<file path="src/rtl/rcb_pkg.sv">
// Shared constants and carrier types for the ring claim/beacon/status engine.
// Assumes one ring-side clock shared by the PHY symbol path and the AXI4-Lite bus.
package rcb_pkg;
	// Register byte offsets
	localparam logic [7:0] OFS_OPTION   = 8'h00;
	localparam logic [7:0] OFS_FUNCTION = 8'h04;
	localparam logic [7:0] OFS_RROT     = 8'h08;
	localparam logic [7:0] OFS_BTYPE    = 8'h0c;
	localparam logic [7:0] OFS_STATUS   = 8'h10;
	// Option bits
	localparam int OPT_EXT_ACK     = 0;
	localparam int OPT_INH_RECOV   = 1;
	localparam int OPT_INH_RELEASE = 2;
	localparam logic [2:0] OPTION_RESET = 3'h0;
	// Function bits, write one to act
	localparam int FN_CLAIM  = 0;
	localparam int FN_BEACON = 1;
	// Status fields
	localparam int ST_STATE_LSB = 0;
	localparam int ST_RINGOP    = 3;
	localparam int ST_CLSUB_LSB = 4;
	localparam int ST_BNSUB_LSB = 6;
	localparam int ST_KIND_LSB  = 8;
	// Requested rotation time, count of 20.48 us steps
	localparam int RROT_WIDTH = 16;
	localparam logic [15:0] RROT_RESET  = 16'h0000;
	localparam logic [31:0] BTYPE_RESET = 32'h0000_0000;
	// Indicator symbols and positions
	localparam logic [1:0] SYM_R = 2'h0;
	localparam logic [1:0] SYM_S = 2'h1;
	localparam logic [1:0] SYM_T = 2'h2;
	localparam logic [1:0] POS_E = 2'h0;
	localparam logic [1:0] POS_A = 2'h1;
	localparam logic [1:0] POS_C = 2'h2;
	// Received MAC frame kinds
	localparam logic [1:0] KIND_NONE   = 2'h0;
	localparam logic [1:0] KIND_CLAIM  = 2'h1;
	localparam logic [1:0] KIND_BEACON = 2'h2;
	localparam logic [1:0] KIND_OTHER  = 2'h3;
	// Claim subtypes
	localparam logic [1:0] CL_NONE   = 2'h0;
	localparam logic [1:0] CL_OWN    = 2'h1;
	localparam logic [1:0] CL_HIGHER = 2'h2;
	localparam logic [1:0] CL_LOWER  = 2'h3;
	// Beacon subtypes
	localparam logic [1:0] BN_NONE  = 2'h0;
	localparam logic [1:0] BN_OWN   = 2'h1;
	localparam logic [1:0] BN_OTHER = 2'h2;
	// Immediate service classes
	localparam logic [3:0] CLS_IMM  = 4'h5;
	localparam logic [3:0] CLS_IMMN = 4'h6;
	localparam logic [3:0] CLS_IMMR = 4'h7;
	localparam logic [1:0] RESP_OKAY   = 2'h0;
	localparam logic [1:0] RESP_SLVERR = 2'h2;

	typedef enum logic [2:0]
	{
		ST_IDLE   = 3'b001,
		ST_CLAIM  = 3'b010,
		ST_BEACON = 3'b100
	} rcb_state_type;

	typedef struct packed
	{
		logic       valid;
		logic       aligned;
		logic [1:0] pos;
		logic [1:0] sym;
	} rcb_ind_type;

	typedef struct packed
	{
		logic       valid;
		logic [1:0] sym;
	} rcb_tx_ind_type;

	typedef struct packed
	{
		logic        valid;
		logic [1:0]  kind;
		logic        sa_match_long;
		logic        sa_match_short;
		logic [31:0] bid;
	} rcb_mac_frame_type;

	typedef struct packed
	{
		logic        valid;
		logic        beacon;
		logic [31:0] info;
	} rcb_gen_type;

	typedef struct packed
	{
		logic [1:0] kind;
		logic [1:0] claim_sub;
		logic [1:0] beacon_sub;
	} rcb_report_type;
endpackage

</file>
<file path="src/rtl/rcb_ring_engine.sv">
// Frame status rewriting, claim/beacon classification and claim/beacon state logic.
// Assumes PHY symbols, framer and request logic all run on aclk; registers over AXI4-Lite.
`timescale 1ns/1ps
// Operation
// - Rewrite indicators only when they arrive byte aligned after the delimiter.
// - Error flag from FCS fail or E not R; then send E=S, repeat A,C.
// - Address flag from matcher, or from external acknowledge pin when option set.
// - Copy flag is copy-valid input delayed by exactly one clock.
// - Next-station-announce flag sampled when A indicator is examined.
// - A=R, no error: unaddressed repeat; addressed send A=S, C=S if copied else R.
// - A=S on announce frame without error: send A=S and C=R.
// - Any valid MAC frame clears ring-operational; frames may select Idle or Claim, never Beacon.
// - Claim subtypes own, higher, lower from address match and bid versus requested time.
// - Claim state sends own Claims; immediate claims only after one internal Claim.
// - Internal Claim info is 4-byte requested rotation time, 20.48 us steps.
// - Recovery enters claim: late rotation expiry, transmission timer expiry, lower claim, own beacon.
// - Writing 1 to force-claim enters claim even with recovery inhibited.
// - In claim, higher claim goes Idle; lower claim keeps claiming.
// - Own claim wins and issues token, unless inhibit-release keeps claim state.
// - Beacon subtype own when long or short address matches, else other.
// - Beacon state sends own Beacons; immediate beacons only after one internal Beacon.
// - Internal Beacon info carries programmed beacon-type value.
// - Enter beacon on rotation expiry during claim or force-beacon write.
// - Other beacon while beaconing: leave beacon, stop own, repeat incoming.
// - Own beacon returned: beacon succeeded, proceed to claim.
module rcb_ring_engine
	import rcb_pkg::*;
#(
	parameter int ADDR_W = 8
)
(
	input  wire logic                      aclk,
	input  wire logic                      aresetn,
	input  wire logic [ADDR_W-1:0]         s_axi_awaddr,
	input  wire logic                      s_axi_awvalid,
	output logic                           s_axi_awready,
	input  wire logic [31:0]               s_axi_wdata,
	input  wire logic [3:0]                s_axi_wstrb,
	input  wire logic                      s_axi_wvalid,
	output logic                           s_axi_wready,
	output logic [1:0]                     s_axi_bresp,
	output logic                           s_axi_bvalid,
	input  wire logic                      s_axi_bready,
	input  wire logic [ADDR_W-1:0]         s_axi_araddr,
	input  wire logic                      s_axi_arvalid,
	output logic                           s_axi_arready,
	output logic [31:0]                    s_axi_rdata,
	output logic [1:0]                     s_axi_rresp,
	output logic                           s_axi_rvalid,
	input  wire logic                      s_axi_rready,
	input  wire rcb_pkg::rcb_ind_type      rx_ind,
	input  wire logic                      fcs_error,
	input  wire logic                      addr_match,
	input  wire logic                      ext_ack_input,
	input  wire logic                      copy_valid_input,
	input  wire logic                      next_station_announce,
	output rcb_pkg::rcb_tx_ind_type        tx_ind,
	input  wire rcb_pkg::rcb_mac_frame_type mac_frame,
	input  wire logic                      token_rotation_timer_expire,
	input  wire logic                      late_flag,
	input  wire logic                      valid_transmission_timer_expire,
	output rcb_pkg::rcb_gen_type           gen_frame,
	input  wire logic                      gen_done,
	input  wire logic                      immediate_claim_qualifier,
	input  wire logic                      immediate_beacon_qualifier,
	input  wire logic [3:0]                req_class,
	input  wire logic                      imm_frame_ready,
	output logic                           imm_grant,
	output logic                           token_issue,
	output logic                           ring_operational,
	output rcb_pkg::rcb_state_type         ring_state,
	output rcb_pkg::rcb_report_type        rx_report
);
	import rcb_pkg::*;

	// Offsets decode from the low eight address bits
	if (ADDR_W < 8 || ADDR_W > 32)
		$error("ADDR_W must hold the register map");

	function automatic logic [31:0] merge_bytes(input logic [31:0] old, input logic [31:0] data,
		input logic [3:0] strb);
		logic [31:0] res;
		res = old;
		for (int i = 0; i < 4; i++)
			if (strb[i])
				res[8*i +: 8] = data[8*i +: 8];
		return res;
	endfunction

	function automatic logic is_immediate(input logic [3:0] cls);
		return (cls == CLS_IMM) || (cls == CLS_IMMN) || (cls == CLS_IMMR);
	endfunction

	// Register bus state
	logic                  aw_full_reg;
	logic                  w_full_reg;
	logic [ADDR_W-1:0]     awaddr_reg;
	logic [31:0]           wdata_reg;
	logic [3:0]            wstrb_reg;
	logic [2:0]            option_reg;
	logic [RROT_WIDTH-1:0] rrot_reg;
	logic [31:0]           btype_reg;
	logic                  force_claim_reg;
	logic                  force_beacon_reg;
	logic                  do_write;
	logic [31:0]           opt_word;
	logic [31:0]           rrot_word;
	logic [31:0]           status_word;

	// Ring state
	rcb_state_type  state_reg;
	rcb_state_type  state_next;
	logic           sent_one_reg;
	logic           issue_next;
	logic [1:0]     claim_sub;
	logic [1:0]     beacon_sub;
	logic           lower_claim;
	logic           higher_claim;
	logic           own_claim;
	logic           own_beacon;
	logic           other_beacon;
	logic           recovery;

	// Indicator path
	logic           copy_flag_reg;
	logic           e_flag_reg;
	logic           a_flag_reg;
	logic           a_rcv_s_reg;
	logic           ann_reg;
	logic           a_flag_now;
	logic           e_now;
	logic [1:0]     tx_sym_next;

	assign do_write = aw_full_reg && w_full_reg && !s_axi_bvalid;
	assign s_axi_awready = !aw_full_reg && !s_axi_bvalid;
	assign s_axi_wready = !w_full_reg && !s_axi_bvalid;
	assign s_axi_arready = !s_axi_rvalid;

	// Address and data taken in either order, write once both are held
	always_ff @(posedge aclk)
	begin
		if (!aresetn)
		begin
			aw_full_reg <= 1'b0;
			w_full_reg <= 1'b0;
			awaddr_reg <= '0;
			wdata_reg <= 32'h0000_0000;
			wstrb_reg <= 4'h0;
			s_axi_bvalid <= 1'b0;
			s_axi_bresp <= RESP_OKAY;
		end
		else
		begin
			if (s_axi_awvalid && s_axi_awready)
			begin
				aw_full_reg <= 1'b1;
				awaddr_reg <= s_axi_awaddr;
			end
			if (s_axi_wvalid && s_axi_wready)
			begin
				w_full_reg <= 1'b1;
				wdata_reg <= s_axi_wdata;
				wstrb_reg <= s_axi_wstrb;
			end
			if (do_write)
			begin
				aw_full_reg <= 1'b0;
				w_full_reg <= 1'b0;
				s_axi_bvalid <= 1'b1;
				unique case (awaddr_reg[7:0] & 8'hfc)
					OFS_OPTION, OFS_FUNCTION, OFS_RROT, OFS_BTYPE, OFS_STATUS:
						s_axi_bresp <= RESP_OKAY;
					default:
						s_axi_bresp <= RESP_SLVERR;
				endcase
			end
			else if (s_axi_bready)
				s_axi_bvalid <= 1'b0;
		end
	end

	assign opt_word = {29'h0, option_reg};
	assign rrot_word = {{(32 - RROT_WIDTH){1'b0}}, rrot_reg};

	// Writable registers; function bits self-clear after one cycle
	always_ff @(posedge aclk)
	begin
		if (!aresetn)
		begin
			option_reg <= OPTION_RESET;
			rrot_reg <= RROT_RESET;
			btype_reg <= BTYPE_RESET;
			force_claim_reg <= 1'b0;
			force_beacon_reg <= 1'b0;
		end
		else
		begin
			force_claim_reg <= 1'b0;
			force_beacon_reg <= 1'b0;
			if (do_write)
			begin
				unique case (awaddr_reg[7:0] & 8'hfc)
					OFS_OPTION:
						option_reg <= 3'(merge_bytes(opt_word, wdata_reg, wstrb_reg));
					OFS_FUNCTION:
					begin
						force_claim_reg <= wstrb_reg[0] && wdata_reg[FN_CLAIM];
						force_beacon_reg <= wstrb_reg[0] && wdata_reg[FN_BEACON];
					end
					OFS_RROT:
						rrot_reg <= RROT_WIDTH'(merge_bytes(rrot_word, wdata_reg, wstrb_reg));
					OFS_BTYPE:
						btype_reg <= merge_bytes(btype_reg, wdata_reg, wstrb_reg);
					default:
						option_reg <= option_reg;
				endcase
			end
		end
	end

	assign status_word = {22'h0, rx_report.kind, rx_report.beacon_sub, rx_report.claim_sub,
		ring_operational, state_reg};

	always_ff @(posedge aclk)
	begin
		if (!aresetn)
		begin
			s_axi_rvalid <= 1'b0;
			s_axi_rdata <= 32'h0000_0000;
			s_axi_rresp <= RESP_OKAY;
		end
		else if (s_axi_arvalid && s_axi_arready)
		begin
			s_axi_rvalid <= 1'b1;
			s_axi_rresp <= RESP_OKAY;
			unique case (s_axi_araddr[7:0] & 8'hfc)
				OFS_OPTION:   s_axi_rdata <= opt_word;
				OFS_FUNCTION: s_axi_rdata <= 32'h0000_0000;
				OFS_RROT:     s_axi_rdata <= rrot_word;
				OFS_BTYPE:    s_axi_rdata <= btype_reg;
				OFS_STATUS:   s_axi_rdata <= status_word;
				default:
				begin
					s_axi_rdata <= 32'h0000_0000;
					s_axi_rresp <= RESP_SLVERR;
				end
			endcase
		end
		else if (s_axi_rready)
			s_axi_rvalid <= 1'b0;
	end

	// Frame classification
	always_comb
	begin
		claim_sub = CL_NONE;
		beacon_sub = BN_NONE;
		if (mac_frame.valid && mac_frame.kind == KIND_CLAIM)
		begin
			if (mac_frame.sa_match_long && mac_frame.bid == rrot_word)
				claim_sub = CL_OWN;
			else if (!mac_frame.sa_match_long && mac_frame.bid > rrot_word)
				claim_sub = CL_HIGHER;
			else if (!mac_frame.sa_match_long && mac_frame.bid < rrot_word)
				claim_sub = CL_LOWER;
		end
		if (mac_frame.valid && mac_frame.kind == KIND_BEACON)
			beacon_sub = (mac_frame.sa_match_long || mac_frame.sa_match_short) ? BN_OWN : BN_OTHER;
	end

	assign own_claim = claim_sub == CL_OWN;
	assign higher_claim = claim_sub == CL_HIGHER || (mac_frame.valid && mac_frame.kind == KIND_OTHER);
	assign lower_claim = claim_sub == CL_LOWER;
	assign own_beacon = beacon_sub == BN_OWN;
	assign other_beacon = beacon_sub == BN_OTHER;
	// Inhibit also masks own beacon as a recovery cause in Idle; in Beacon state own beacon still leads to claim
	assign recovery = !option_reg[OPT_INH_RECOV] &&
		((token_rotation_timer_expire && late_flag) || valid_transmission_timer_expire ||
		lower_claim || own_beacon);

	// Report held for the last frame only
	always_ff @(posedge aclk)
	begin
		if (!aresetn)
			rx_report <= '{kind: KIND_NONE, claim_sub: CL_NONE, beacon_sub: BN_NONE};
		else if (mac_frame.valid)
			rx_report <= '{kind: mac_frame.kind, claim_sub: claim_sub, beacon_sub: beacon_sub};
	end

	// Forced entries outrank protocol events; beacon force outranks claim force
	always_comb
	begin
		state_next = state_reg;
		issue_next = 1'b0;
		if (force_beacon_reg)
			state_next = ST_BEACON;
		else if (force_claim_reg)
			state_next = ST_CLAIM;
		else
		begin
			unique case (state_reg)
				ST_IDLE:
					if (recovery)
						state_next = ST_CLAIM;
				ST_CLAIM:
					if (token_rotation_timer_expire)
						state_next = ST_BEACON;
					else if (higher_claim)
						state_next = ST_IDLE;
					else if (own_claim && !option_reg[OPT_INH_RELEASE])
					begin
						state_next = ST_IDLE;
						issue_next = 1'b1;
					end
				ST_BEACON:
					if (other_beacon)
						state_next = ST_IDLE;
					else if (own_beacon)
						state_next = ST_CLAIM;
				default:
					state_next = ST_IDLE;
			endcase
		end
	end

	always_ff @(posedge aclk)
	begin
		if (!aresetn)
		begin
			state_reg <= ST_IDLE;
			token_issue <= 1'b0;
		end
		else
		begin
			state_reg <= state_next;
			token_issue <= issue_next;
		end
	end

	always_ff @(posedge aclk)
	begin
		if (!aresetn)
			ring_operational <= 1'b0;
		else if (mac_frame.valid)
			ring_operational <= 1'b0;
		else if (token_issue)
			ring_operational <= 1'b1;
	end

	assign ring_state = state_reg;

	// One internal frame per state visit before immediate frames may go
	always_ff @(posedge aclk)
	begin
		if (!aresetn)
			sent_one_reg <= 1'b0;
		else if (state_next != state_reg || state_reg == ST_IDLE)
			sent_one_reg <= 1'b0;
		else if (gen_done)
			sent_one_reg <= 1'b1;
	end

	assign imm_grant = sent_one_reg && imm_frame_ready && is_immediate(req_class) &&
		((state_reg == ST_CLAIM && immediate_claim_qualifier) ||
		(state_reg == ST_BEACON && immediate_beacon_qualifier));

	always_ff @(posedge aclk)
	begin
		if (!aresetn)
			gen_frame <= '{valid: 1'b0, beacon: 1'b0, info: 32'h0000_0000};
		else
		begin
			gen_frame.valid <= state_next != ST_IDLE && !imm_grant;
			gen_frame.beacon <= state_next == ST_BEACON;
			gen_frame.info <= (state_next == ST_BEACON) ? btype_reg : rrot_word;
		end
	end

	// Indicator rewriting
	assign a_flag_now = option_reg[OPT_EXT_ACK] ? ext_ack_input : addr_match;
	assign e_now = fcs_error || rx_ind.sym != SYM_R;

	always_ff @(posedge aclk)
	begin
		if (!aresetn)
			copy_flag_reg <= 1'b0;
		else
			copy_flag_reg <= copy_valid_input;
	end

	always_ff @(posedge aclk)
	begin
		if (!aresetn)
		begin
			e_flag_reg <= 1'b0;
			a_flag_reg <= 1'b0;
			a_rcv_s_reg <= 1'b0;
			ann_reg <= 1'b0;
		end
		else if (rx_ind.valid && rx_ind.aligned)
		begin
			if (rx_ind.pos == POS_E)
				e_flag_reg <= e_now;
			if (rx_ind.pos == POS_A)
			begin
				a_flag_reg <= a_flag_now;
				a_rcv_s_reg <= rx_ind.sym == SYM_S;
				ann_reg <= next_station_announce;
			end
		end
	end

	always_comb
	begin
		tx_sym_next = rx_ind.sym;
		if (rx_ind.aligned)
		begin
			unique case (rx_ind.pos)
				POS_E:
					if (e_now)
						tx_sym_next = SYM_S;
				POS_A:
					if (!e_flag_reg && rx_ind.sym == SYM_R && a_flag_now)
						tx_sym_next = SYM_S;
				POS_C:
					if (e_flag_reg)
						tx_sym_next = rx_ind.sym;
					else if (a_rcv_s_reg && ann_reg)
						tx_sym_next = SYM_R;
					else if (a_flag_reg)
						tx_sym_next = copy_flag_reg ? SYM_S : SYM_R;
				default:
					tx_sym_next = rx_ind.sym;
			endcase
		end
	end

	always_ff @(posedge aclk)
	begin
		if (!aresetn)
			tx_ind <= '{valid: 1'b0, sym: SYM_R};
		else
			tx_ind <= '{valid: rx_ind.valid, sym: tx_sym_next};
	end

	// Checks
	property p_copy_delay;
		@(posedge aclk) disable iff (!aresetn)
		copy_flag_reg == $past(copy_valid_input);
	endproperty
	a_copy_delay: assert property (p_copy_delay) else $error("copy flag not one cycle late");

	property p_e_error;
		@(posedge aclk) disable iff (!aresetn)
		rx_ind.valid && rx_ind.aligned && rx_ind.pos == POS_E && fcs_error |=> tx_ind.sym == SYM_S;
	endproperty
	a_e_error: assert property (p_e_error) else $error("E not sent as S on error");

	property p_a_set;
		@(posedge aclk) disable iff (!aresetn)
		rx_ind.valid && rx_ind.aligned && rx_ind.pos == POS_A && rx_ind.sym == SYM_R && !e_flag_reg &&
		a_flag_now |=> tx_ind.valid && tx_ind.sym == SYM_S;
	endproperty
	a_a_set: assert property (p_a_set) else $error("addressed A not set");

	property p_ann_c;
		@(posedge aclk) disable iff (!aresetn)
		rx_ind.valid && rx_ind.aligned && rx_ind.pos == POS_C && !e_flag_reg && a_rcv_s_reg && ann_reg
		|=> tx_ind.sym == SYM_R;
	endproperty
	a_ann_c: assert property (p_ann_c) else $error("announce frame C not reset");

	property p_ringop_clear;
		@(posedge aclk) disable iff (!aresetn)
		mac_frame.valid |=> !ring_operational;
	endproperty
	a_ringop_clear: assert property (p_ringop_clear) else $error("ring operational not cleared");

	property p_force_claim;
		@(posedge aclk) disable iff (!aresetn)
		force_claim_reg && !force_beacon_reg |=> state_reg == ST_CLAIM ##1 gen_frame.valid && !gen_frame.beacon;
	endproperty
	a_force_claim: assert property (p_force_claim) else $error("forced claim not entered");

	property p_higher;
		@(posedge aclk) disable iff (!aresetn)
		state_reg == ST_CLAIM && claim_sub == CL_HIGHER && !token_rotation_timer_expire && !force_claim_reg &&
		!force_beacon_reg |=> state_reg == ST_IDLE;
	endproperty
	a_higher: assert property (p_higher) else $error("higher claim did not yield");

	property p_other_beacon;
		@(posedge aclk) disable iff (!aresetn)
		state_reg == ST_BEACON && other_beacon && !force_claim_reg && !force_beacon_reg
		|=> state_reg == ST_IDLE ##1 !gen_frame.valid;
	endproperty
	a_other_beacon: assert property (p_other_beacon) else $error("beacon kept after other beacon");

	property p_own_beacon;
		@(posedge aclk) disable iff (!aresetn)
		state_reg == ST_BEACON && own_beacon && !force_claim_reg && !force_beacon_reg
		|=> state_reg == ST_CLAIM;
	endproperty
	a_own_beacon: assert property (p_own_beacon) else $error("own beacon did not lead to claim");

	property p_imm_after;
		@(posedge aclk) disable iff (!aresetn)
		imm_grant |-> sent_one_reg && $past(state_reg) == state_reg;
	endproperty
	a_imm_after: assert property (p_imm_after) else $error("immediate frame before internal one");

	property p_token;
		@(posedge aclk) disable iff (!aresetn)
		token_issue && !mac_frame.valid |=> ring_operational;
	endproperty
	a_token: assert property (p_token) else $error("token issue did not raise ring operational");

	c_claim_won: cover property (@(posedge aclk) disable iff (!aresetn) token_issue);
	c_beacon_back: cover property (@(posedge aclk) disable iff (!aresetn)
		state_reg == ST_BEACON ##1 state_reg == ST_CLAIM);
	c_imm_claim: cover property (@(posedge aclk) disable iff (!aresetn) imm_grant && state_reg == ST_CLAIM);
	c_ann: cover property (@(posedge aclk) disable iff (!aresetn)
		rx_ind.valid && rx_ind.pos == POS_C && ann_reg && a_rcv_s_reg);
endmodule

</file>
<file path="config.mk">
export PLATFORM = sky130hd
export DESIGN_NAME = rcb_ring_engine
export DESIGN_NICKNAME = d
export VERILOG_FILES = /design/src/rtl/rcb_pkg.sv /design/src/rtl/rcb_ring_engine.sv
export SDC_FILE = /design/constraint.sdc
export NUM_CORES = 1
export LEC_CHECK = 0
export BUFFER_PORTS_ARGS = -buffer_cell sky130_fd_sc_hd__buf_2
export CAP_MARGIN = 20
export CORE_MARGIN = 5
export CORE_UTILIZATION = 45
export DETAILED_ROUTE_END_ITERATION = 8
export HOLD_SLACK_MARGIN = 0.06
export PLACE_DENSITY = 0.73
export SETUP_SLACK_MARGIN = 0.3
export SYNTH_ARGS = -nofsm -noshare
export SYNTH_HDL_FRONTEND = slang
export SYNTH_SLANG_ARGS = --single-unit
</file>
<file path="constraint.sdc">
create_clock -name aclk -period 2 [get_ports aclk]
set_input_delay 0.2 -clock aclk [delete_from_list [all_inputs] [get_ports aclk]]
set_output_delay 0.2 -clock aclk [all_outputs]
set_load 0.1 [all_outputs]
</file>
Word level (Yosys, flattened, before mapping):

Cells that the tools add are included.

* flip-flop bits (word level): 191
* word-level logic and storage cells: 174

* order comparisons: 2
* equality and inequality tests: 29
* mux-type cells: 33
* bitwise operators: 2
* reduce and logical (&&, ||, !) cells: 71

Operators by type and width (count)
* $pmux 32 s4: 1
* $eq 32x16->1: 1
* $gt 32x16->1: 1
* $lt 32x16->1: 1
* $logic_and 1x1->1: 28
* $mux 2: 14
* $eq 6x2->1 const B: 4
* $mux 3: 8
* $reduce_and 3->1: 8
* $logic_not 8->1: 2
* $mux 16: 1
* $eq 2x2->1 const B: 6
* $eq 4x3->1 const B: 3
* $eq 6x1->1 const B: 2
* $eq 6x3->1 const B: 2
* $eq 2x1->1 const B: 5
* $logic_or 1x1->1: 10
* $reduce_or 5->1: 2
* $logic_not 1->1: 9
* $pmux 3 s3: 1
* $mux 1: 7
* $eq 3x3->1 const B: 2
* $pmux 2 s3: 1
* $reduce_and 2->1: 3
* 9 further kinds: 15

Longest topological paths before layout:

* depth in word-level cells: 17
* depth in mapped cells: 9

Least setup slack after synthesis:

OpenSTA, ideal clock, no wires.

* path kind: reg2reg
* start: register state_reg[1], in the netlist ring_state[1]
* end: register gen_frame[33] (netlist bit)
* setup time: 0.298 ns
* arrival time: 4.443 ns
* slack: -2.741 ns
* cell stages (with the launch flop): 6
* path buffers: 1
* clock period less this slack: 4.741 ns
* path through: dfxtp_1 -> buf_4 -> nor2b_1 -> a22oi_1 -> nor4_1 -> a211oi_2

* elaborated cells on any way between the ends: 19
* those cells by class: eq/ne (4); mux (9); reduce/logical (6)

RTL lines
* start: declaration: RTL line rcb_ring_engine.sv:111 `rcb_state_type state_reg;`
* start signal: assignment: RTL line rcb_ring_engine.sv:335 `state_reg <= state_next;`
* $eq 3x2->1 / $eq 3x3->1 (equally long branches): RTL line rcb_ring_engine.sv:364, rcb_ring_engine.sv:365
* $logic_and 1x1->1 (on tied branches): RTL line rcb_ring_engine.sv:364, rcb_ring_engine.sv:365
* $logic_or 1x1->1 *: RTL line rcb_ring_engine.sv:364 `((state_reg == ST_CLAIM && immediate_claim_qualifier) ||`
* $logic_and 1x1->1 *: RTL line rcb_ring_engine.sv:363 `assign imm_grant = sent_one_reg && imm_frame_ready && is_immediate(req_class) &&`
* named net imm_grant: RTL line rcb_ring_engine.sv:68 `output logic imm_grant,`
* $logic_not 1->1 *: RTL line rcb_ring_engine.sv:373 `gen_frame.valid <= state_next != ST_IDLE && !imm_grant;`
* $logic_and 1x1->1 *: RTL line rcb_ring_engine.sv:373
* end signal: assignment: RTL line rcb_ring_engine.sv:370 `gen_frame <= '{valid: 1'b0, beacon: 1'b0, info: 32'h0000_0000};`
* end: declaration: RTL line rcb_ring_engine.sv:62 `output rcb_pkg::rcb_gen_type gen_frame,`

Mark *: on every way through the listed nets, which the timed path passes. The rest lies on a longest branch.
A chain may end at the register's enable or synchronous reset.

Final worst setup path:

* start: register rrot_reg[14]
* end: register sent_one_reg

* longest elaborated chain between the ends: 17
* elaborated cells on any way between the ends: 28
* those cells by class: order compare (2); eq/ne (5); mux (11); reduce/logical (10)

RTL lines
* start: declaration: RTL line rcb_ring_engine.sv:101 `logic [RROT_WIDTH-1:0] rrot_reg;`
* start signal: assignment: RTL line rcb_ring_engine.sv:211 `rrot_reg <= RROT_WIDTH'(merge_bytes(rrot_word, wdata_reg, wstrb_reg));`
* $lt 32x16->1: RTL line rcb_ring_engine.sv:264 `else if (!mac_frame.sa_match_long && mac_frame.bid < rrot_word)`
* $logic_and 1x1->1: RTL line rcb_ring_engine.sv:264
* $mux 2: RTL line rcb_ring_engine.sv:264
* $mux 2: RTL line rcb_ring_engine.sv:262 `else if (!mac_frame.sa_match_long && mac_frame.bid > rrot_word)`
* $mux 2 *: RTL line rcb_ring_engine.sv:260 `if (mac_frame.sa_match_long && mac_frame.bid == rrot_word)`
* $mux 2 *: RTL line rcb_ring_engine.sv:258 `if (mac_frame.valid && mac_frame.kind == KIND_CLAIM)`
* $eq 2x1->1 / $eq 2x2->1 (equally long branches): RTL line rcb_ring_engine.sv:271, rcb_ring_engine.sv:273
* $logic_and 1x1->1 / $logic_or 1x1->1 (equally long branches): RTL line rcb_ring_engine.sv:310, rcb_ring_engine.sv:278
* $mux 3 / $logic_or 1x1->1 (equally long branches): RTL line rcb_ring_engine.sv:310, rcb_ring_engine.sv:279
* $mux 3 / $logic_and 1x1->1 (equally long branches): RTL line rcb_ring_engine.sv:308, rcb_ring_engine.sv:277
* $mux 3 (on tied branches): RTL line rcb_ring_engine.sv:306, rcb_ring_engine.sv:303
* $pmux 3 s3 *: RTL line rcb_ring_engine.sv:301 `unique case (state_reg)`
* $mux 3 *: RTL line rcb_ring_engine.sv:297 `else if (force_claim_reg)`
* $mux 3 *: RTL line rcb_ring_engine.sv:295 `if (force_beacon_reg)`
* $ne 3x3->1 *: RTL line rcb_ring_engine.sv:357 `else if (state_next != state_reg || state_reg == ST_IDLE)`
* $logic_or 1x1->1 *: RTL line rcb_ring_engine.sv:357
* $reduce_or 2->1 (no line) *
* end signal: assignment: RTL line rcb_ring_engine.sv:356 `sent_one_reg <= 1'b0;`
* end signal: assignment: RTL line rcb_ring_engine.sv:358 `sent_one_reg <= 1'b0;`
* end signal: assignment: RTL line rcb_ring_engine.sv:360 `sent_one_reg <= 1'b1;`
* end: declaration: RTL line rcb_ring_engine.sv:113 `logic sent_one_reg;`

Every way passes the cells marked *; elsewhere a longest branch is shown, timed or not.

==> summary.md <==
After clock tree synthesis, the clock-pin slew on the worst setup and hold paths is 0.07 ns. Counting instances, the worst hold path has a depth of 3. In this run the critical register-to-register path is launched from rrot_reg[14]$_SDFFE_PN0P_. The synthesized design devotes to its leading area cell type 48.4% of total area. In the routed design, unresolved DRC markers number 0. The critical path endpoint category is a flop. The post-synthesis share of cell area spent on xor and xnor gates is 0%.

The fraction of the cycle the final worst path needs is 104%. Global routing consumed, over all layers together, 24.2% of the routing resources. The synthesized-area fraction occupied by ao, oa, aoi and oai cells was 14.0%. The wire-length estimate of the detail-placed layout is 16600 um.

After synthesis, the share of flip-flops with an asynchronous set or reset is 0%. The flow ran to the end, but the final reports show violations. For the final database, setup skew stands at 0.0109 ns. Final routed wirelength across all metal layers: 26100 um. The number of clock buffers added by TritonCTS is 17. The count of warnings emitted by yosys was 0; the maximum buffer depth of the clock tree was 2. TritonCTS built the clock tree. After filler insertion, the fill cell instance count of the layout stands at 1254.

Total power for the finished layout comes to 8.62 mW. The worst reg-to-reg path cell count is 8. The tools report the number of antenna violations at the first check in global routing as 0.

The mean number of vias per cell works out to 5.42. Worst-path maximum fanout: 5. Yosys attributes the largest share of cell area to sky130_fd_sc_hd__dfxtp_1 (48%), sky130_fd_sc_hd__a21oi_1 (8.2%), sky130_fd_sc_hd__nand2_1 (7.3%). Fraction of synthesized area in multiplexers: 5.30%. The final reports fail on setup timing.

Flip-flop count of the largest register after layout: 34. The share of synthesized area occupied by flip-flops and latches is 48.4%, and the simple-gate share of the synthesized area is 24.7%. The count of state elements after synthesis came out at 187. The combined flip-flop and latch cell area is 3780 sq um, and the port buffer count is 201. After synthesis the cells add up to 7740 sq um.

On the final layout, the worst hold slack is 0.0561 ns. The initial utilization of the core area, before any placement, comes to 45.2%. By area, the combinational part of the netlist is dominated by simple AND/OR/NAND/NOR gates. For this run, the top clock speed supported by timing is 480 MHz.

The area of combinational cells with multiple inputs is 4560 sq um, and the number of synthesized flops with an enable pin is 0. Shortest clock period the worst path allows after layout: 2.08 ns. Area added between synthesis and finish: 51.8%.

The first global-routing pass estimated 38700 um of wire. Setup repair after global routing could not meet its margin everywhere. The total power divided by cell area was 734 nW/um^2. STA classifies the critical path startpoint as a flop.

Setup violations remaining at the end of the flow were counted as 6. Pin placement for this block handled 208 I/O pins. Across the VDD grid, the largest voltage drop is 0.612 mV. The most used flip-flop cell after synthesis is sky130_fd_sc_hd__dfxtp_1.

The post-layout worst setup margin is -0.0846 ns, and the number of vias in the routed layout is 7756. In this run the register-to-register setup slack is -0.08 ns. For the number of hold violations in the final report, the log shows 0. The later pin in the worst-skew pair is clocked with a latency of 0.43 ns. The worst register-to-register path ends at sent_one_reg$_SDFFE_PP0P_. The standby leakage power came out at 4.76 nW. The placeable core region was 17100 sq um; the synthesized instance count was 903. Register ranked first by flip-flop count: gen_frame.

The run gives 187 as the total clock sinks. At the pin with the least slew margin, the transition time is 0.827 ns. The final routed wire length divided by cell count works out to 18.3 um. The startpoint-to-endpoint class of the critical path is flop to flop.

The per-instance average area after synthesis is 8.57 sq um, and the placer congestion estimate is 0.883. In the final layout, the share of cells above drive strength 1 is 40.8%. The commonest cells after synthesis are sky130_fd_sc_hd__dfxtp_1 (187), sky130_fd_sc_hd__nand2_1 (151), sky130_fd_sc_hd__a21oi_1 (127), sky130_fd_sc_hd__nor2_1 (91), sky130_fd_sc_hd__nand3_1 (56). Final core utilization: 68.6%.

In this run the core area contains 48 standard-cell rows. The pre-antenna-repair detailed-routing pass consisted of 6 iterations. The die outline width is 141 um, and the via count of the first global-routing pass is 7363. After Yosys synthesis, full adders, half adders and majority gates account for 2.59% of the synthesized area. For the number of H-tree levels, the log shows 4. The tools report the number of routed nets with antenna violations as 0. For the max-slew violation total from the final report, the log shows 0. The distinct cell type count after synthesis came out at 66. The path class of the tightest hold or removal check is primary input to flop. The tools report the startpoint of the most critical hold path as s_axi_wdata[25]. In this run the vertical extent of the chip is 141 um. The net count of the finished layout is 1327. After the first detailed-routing iteration, the DRC count stood at 683. Entering global routing, the biggest net connects 69 pins. The die covers 19900 sq um. The tool flagged a number of max-cap violations equal to 0. STA puts the critical path data required time at 2.31 ns. The number of antenna diodes in the final layout is 0. The worst pin sits at a relative slew slack of 44.8%.

After global routing the overflow that remains totals 0. sky130_fd_sc_hd__dfxtp_1 is the most common cell in the netlist. The most area-hungry cell type in the Yosys netlist is sky130_fd_sc_hd__dfxtp_1. The tools report the arrival time reported for the critical path endpoint as 2.39 ns. Clock tree synthesis selected as its root buffer the cell sky130_fd_sc_hd__clkbuf_16. The path with the worst hold slack has its endpoint at wdata_reg[25]$_SDFFE_PN0P_.
-- final cells by class --
cell class | instances | area share (%)
tap | 225 | 2.40
multi-input combinational | 636 | 38.8
clock inverter | 13 | 1.58
inverter | 27 | 0.916
timing repair buffer | 324 | 20.4
sequential | 187 | 32.2
clock buffer | 19 | 3.77
-- per-layer routing --
metal	track usage (%)	vias up	share of wire, %
li1	-	3704	-
met1	32.5	3648	42
met2	38.8	356	48
met3	5.16	48	7.9
met4	8.11	0	2.2
met5	0	-	0
-- cell usage in the layout, fill, tap and decap left out, drive strengths merged, types with 4 or more instances in the layout --
| cell type | count |
|---|---|
| inv | 30 |
| or4 | 6 |
| nand4 | 5 |
| nor2 | 95 |
| a211oi | 6 |
| and2 | 22 |
| nor3b | 5 |
| or3 | 5 |
| o21ai | 10 |
| clkbuf | 23 |
| a21oi | 127 |
| nor3 | 13 |
| nand3 | 58 |
| clkinv | 5 |
| and3 | 5 |
| nor2b | 8 |
| ha | 16 |
| nor4 | 6 |
| buf | 271 |
| nand2 | 151 |
| a222oi | 10 |
| dlygate4sd3 | 49 |
| dfxtp | 187 |
| mux2i | 41 |
| nand3b | 4 |
| a22oi | 7 |
-- what timing repair did --
item                                    in CTS  in global routing
gates cloned                                 5                  6
pin swaps                                   22                 59
setup buffers                               12                 12
gates resized for setup                     35                111
hold buffers                                49                  0
endpoints found under the setup margin      60                 82
hold endpoints to repair                    48                  0
-- worst max-delay path: stages, from the launching register on --
cell	delay [ns]
sky130_fd_sc_hd__dfxtp_2	0.33
sky130_fd_sc_hd__inv_1	0.04
sky130_fd_sc_hd__ha_1	0.29
sky130_fd_sc_hd__nand4_1	0.13
sky130_fd_sc_hd__buf_6	0.16
sky130_fd_sc_hd__a2111o_1	0.43
sky130_fd_sc_hd__a311o_2	0.37
sky130_fd_sc_hd__a41oi_2	0.16
sky130_fd_sc_hd__nor4_2	0.07
-- through the flow --
stage | setup slack [ns] | instances | area (sq um) | setup TNS [ns]
2_1_floorplan | -0.272 | 904 | 8210 | -0.537
3_3_place_gp | -0.0823 | 1315 | 9510 | -0.208
3_5_place_dp | -0.152 | 1315 | 9510 | -0.477
4_1_cts | 0.00674 | 1413 | 11000 | 0
5_1_grt | -0.104 | 1431 | 11800 | -0.447
6_report | -0.0846 | 1431 | 11800 | -0.298
-- worst max-delay path by stage --
stage,startpoint,to,slack [ns]
final,rrot_reg[14]$_SDFFE_PN0P_,sent_one_reg$_SDFFE_PP0P_,-0.08
after global routing,rrot_reg[14]$_SDFFE_PN0P_,sent_one_reg$_SDFFE_PP0P_,-0.10
after CTS,rrot_reg[11]$_SDFFE_PN0P_,sent_one_reg$_SDFFE_PP0P_,0.007
after detailed placement,rrot_reg[9]$_SDFFE_PN0P_,sent_one_reg$_SDFFE_PP0P_,-0.15
after global placement,rrot_reg[9]$_SDFFE_PN0P_,sent_one_reg$_SDFFE_PP0P_,-0.08
after floorplan,ring_state[1]$_SDFF_PN0_,imm_grant,-0.27
-- cells by family after synthesis --
family | after synthesis
adders and majority gates | 16
buffers and inverters | 83
and+or+nand+nor | 393
AOI/OAI and AO/OA | 182
muxes | 41
DFF | 187
other | 1
-- power breakdown --
group	internal [mW]	switching [mW]	total, mW
Combinational	0.419	0.689	1.11
Clock	2.04	1.54	3.58
Sequential	3.81	0.121	3.93
Total	6.27	2.35	8.62
No activity file was read; power rests on OpenSTA's default activity.
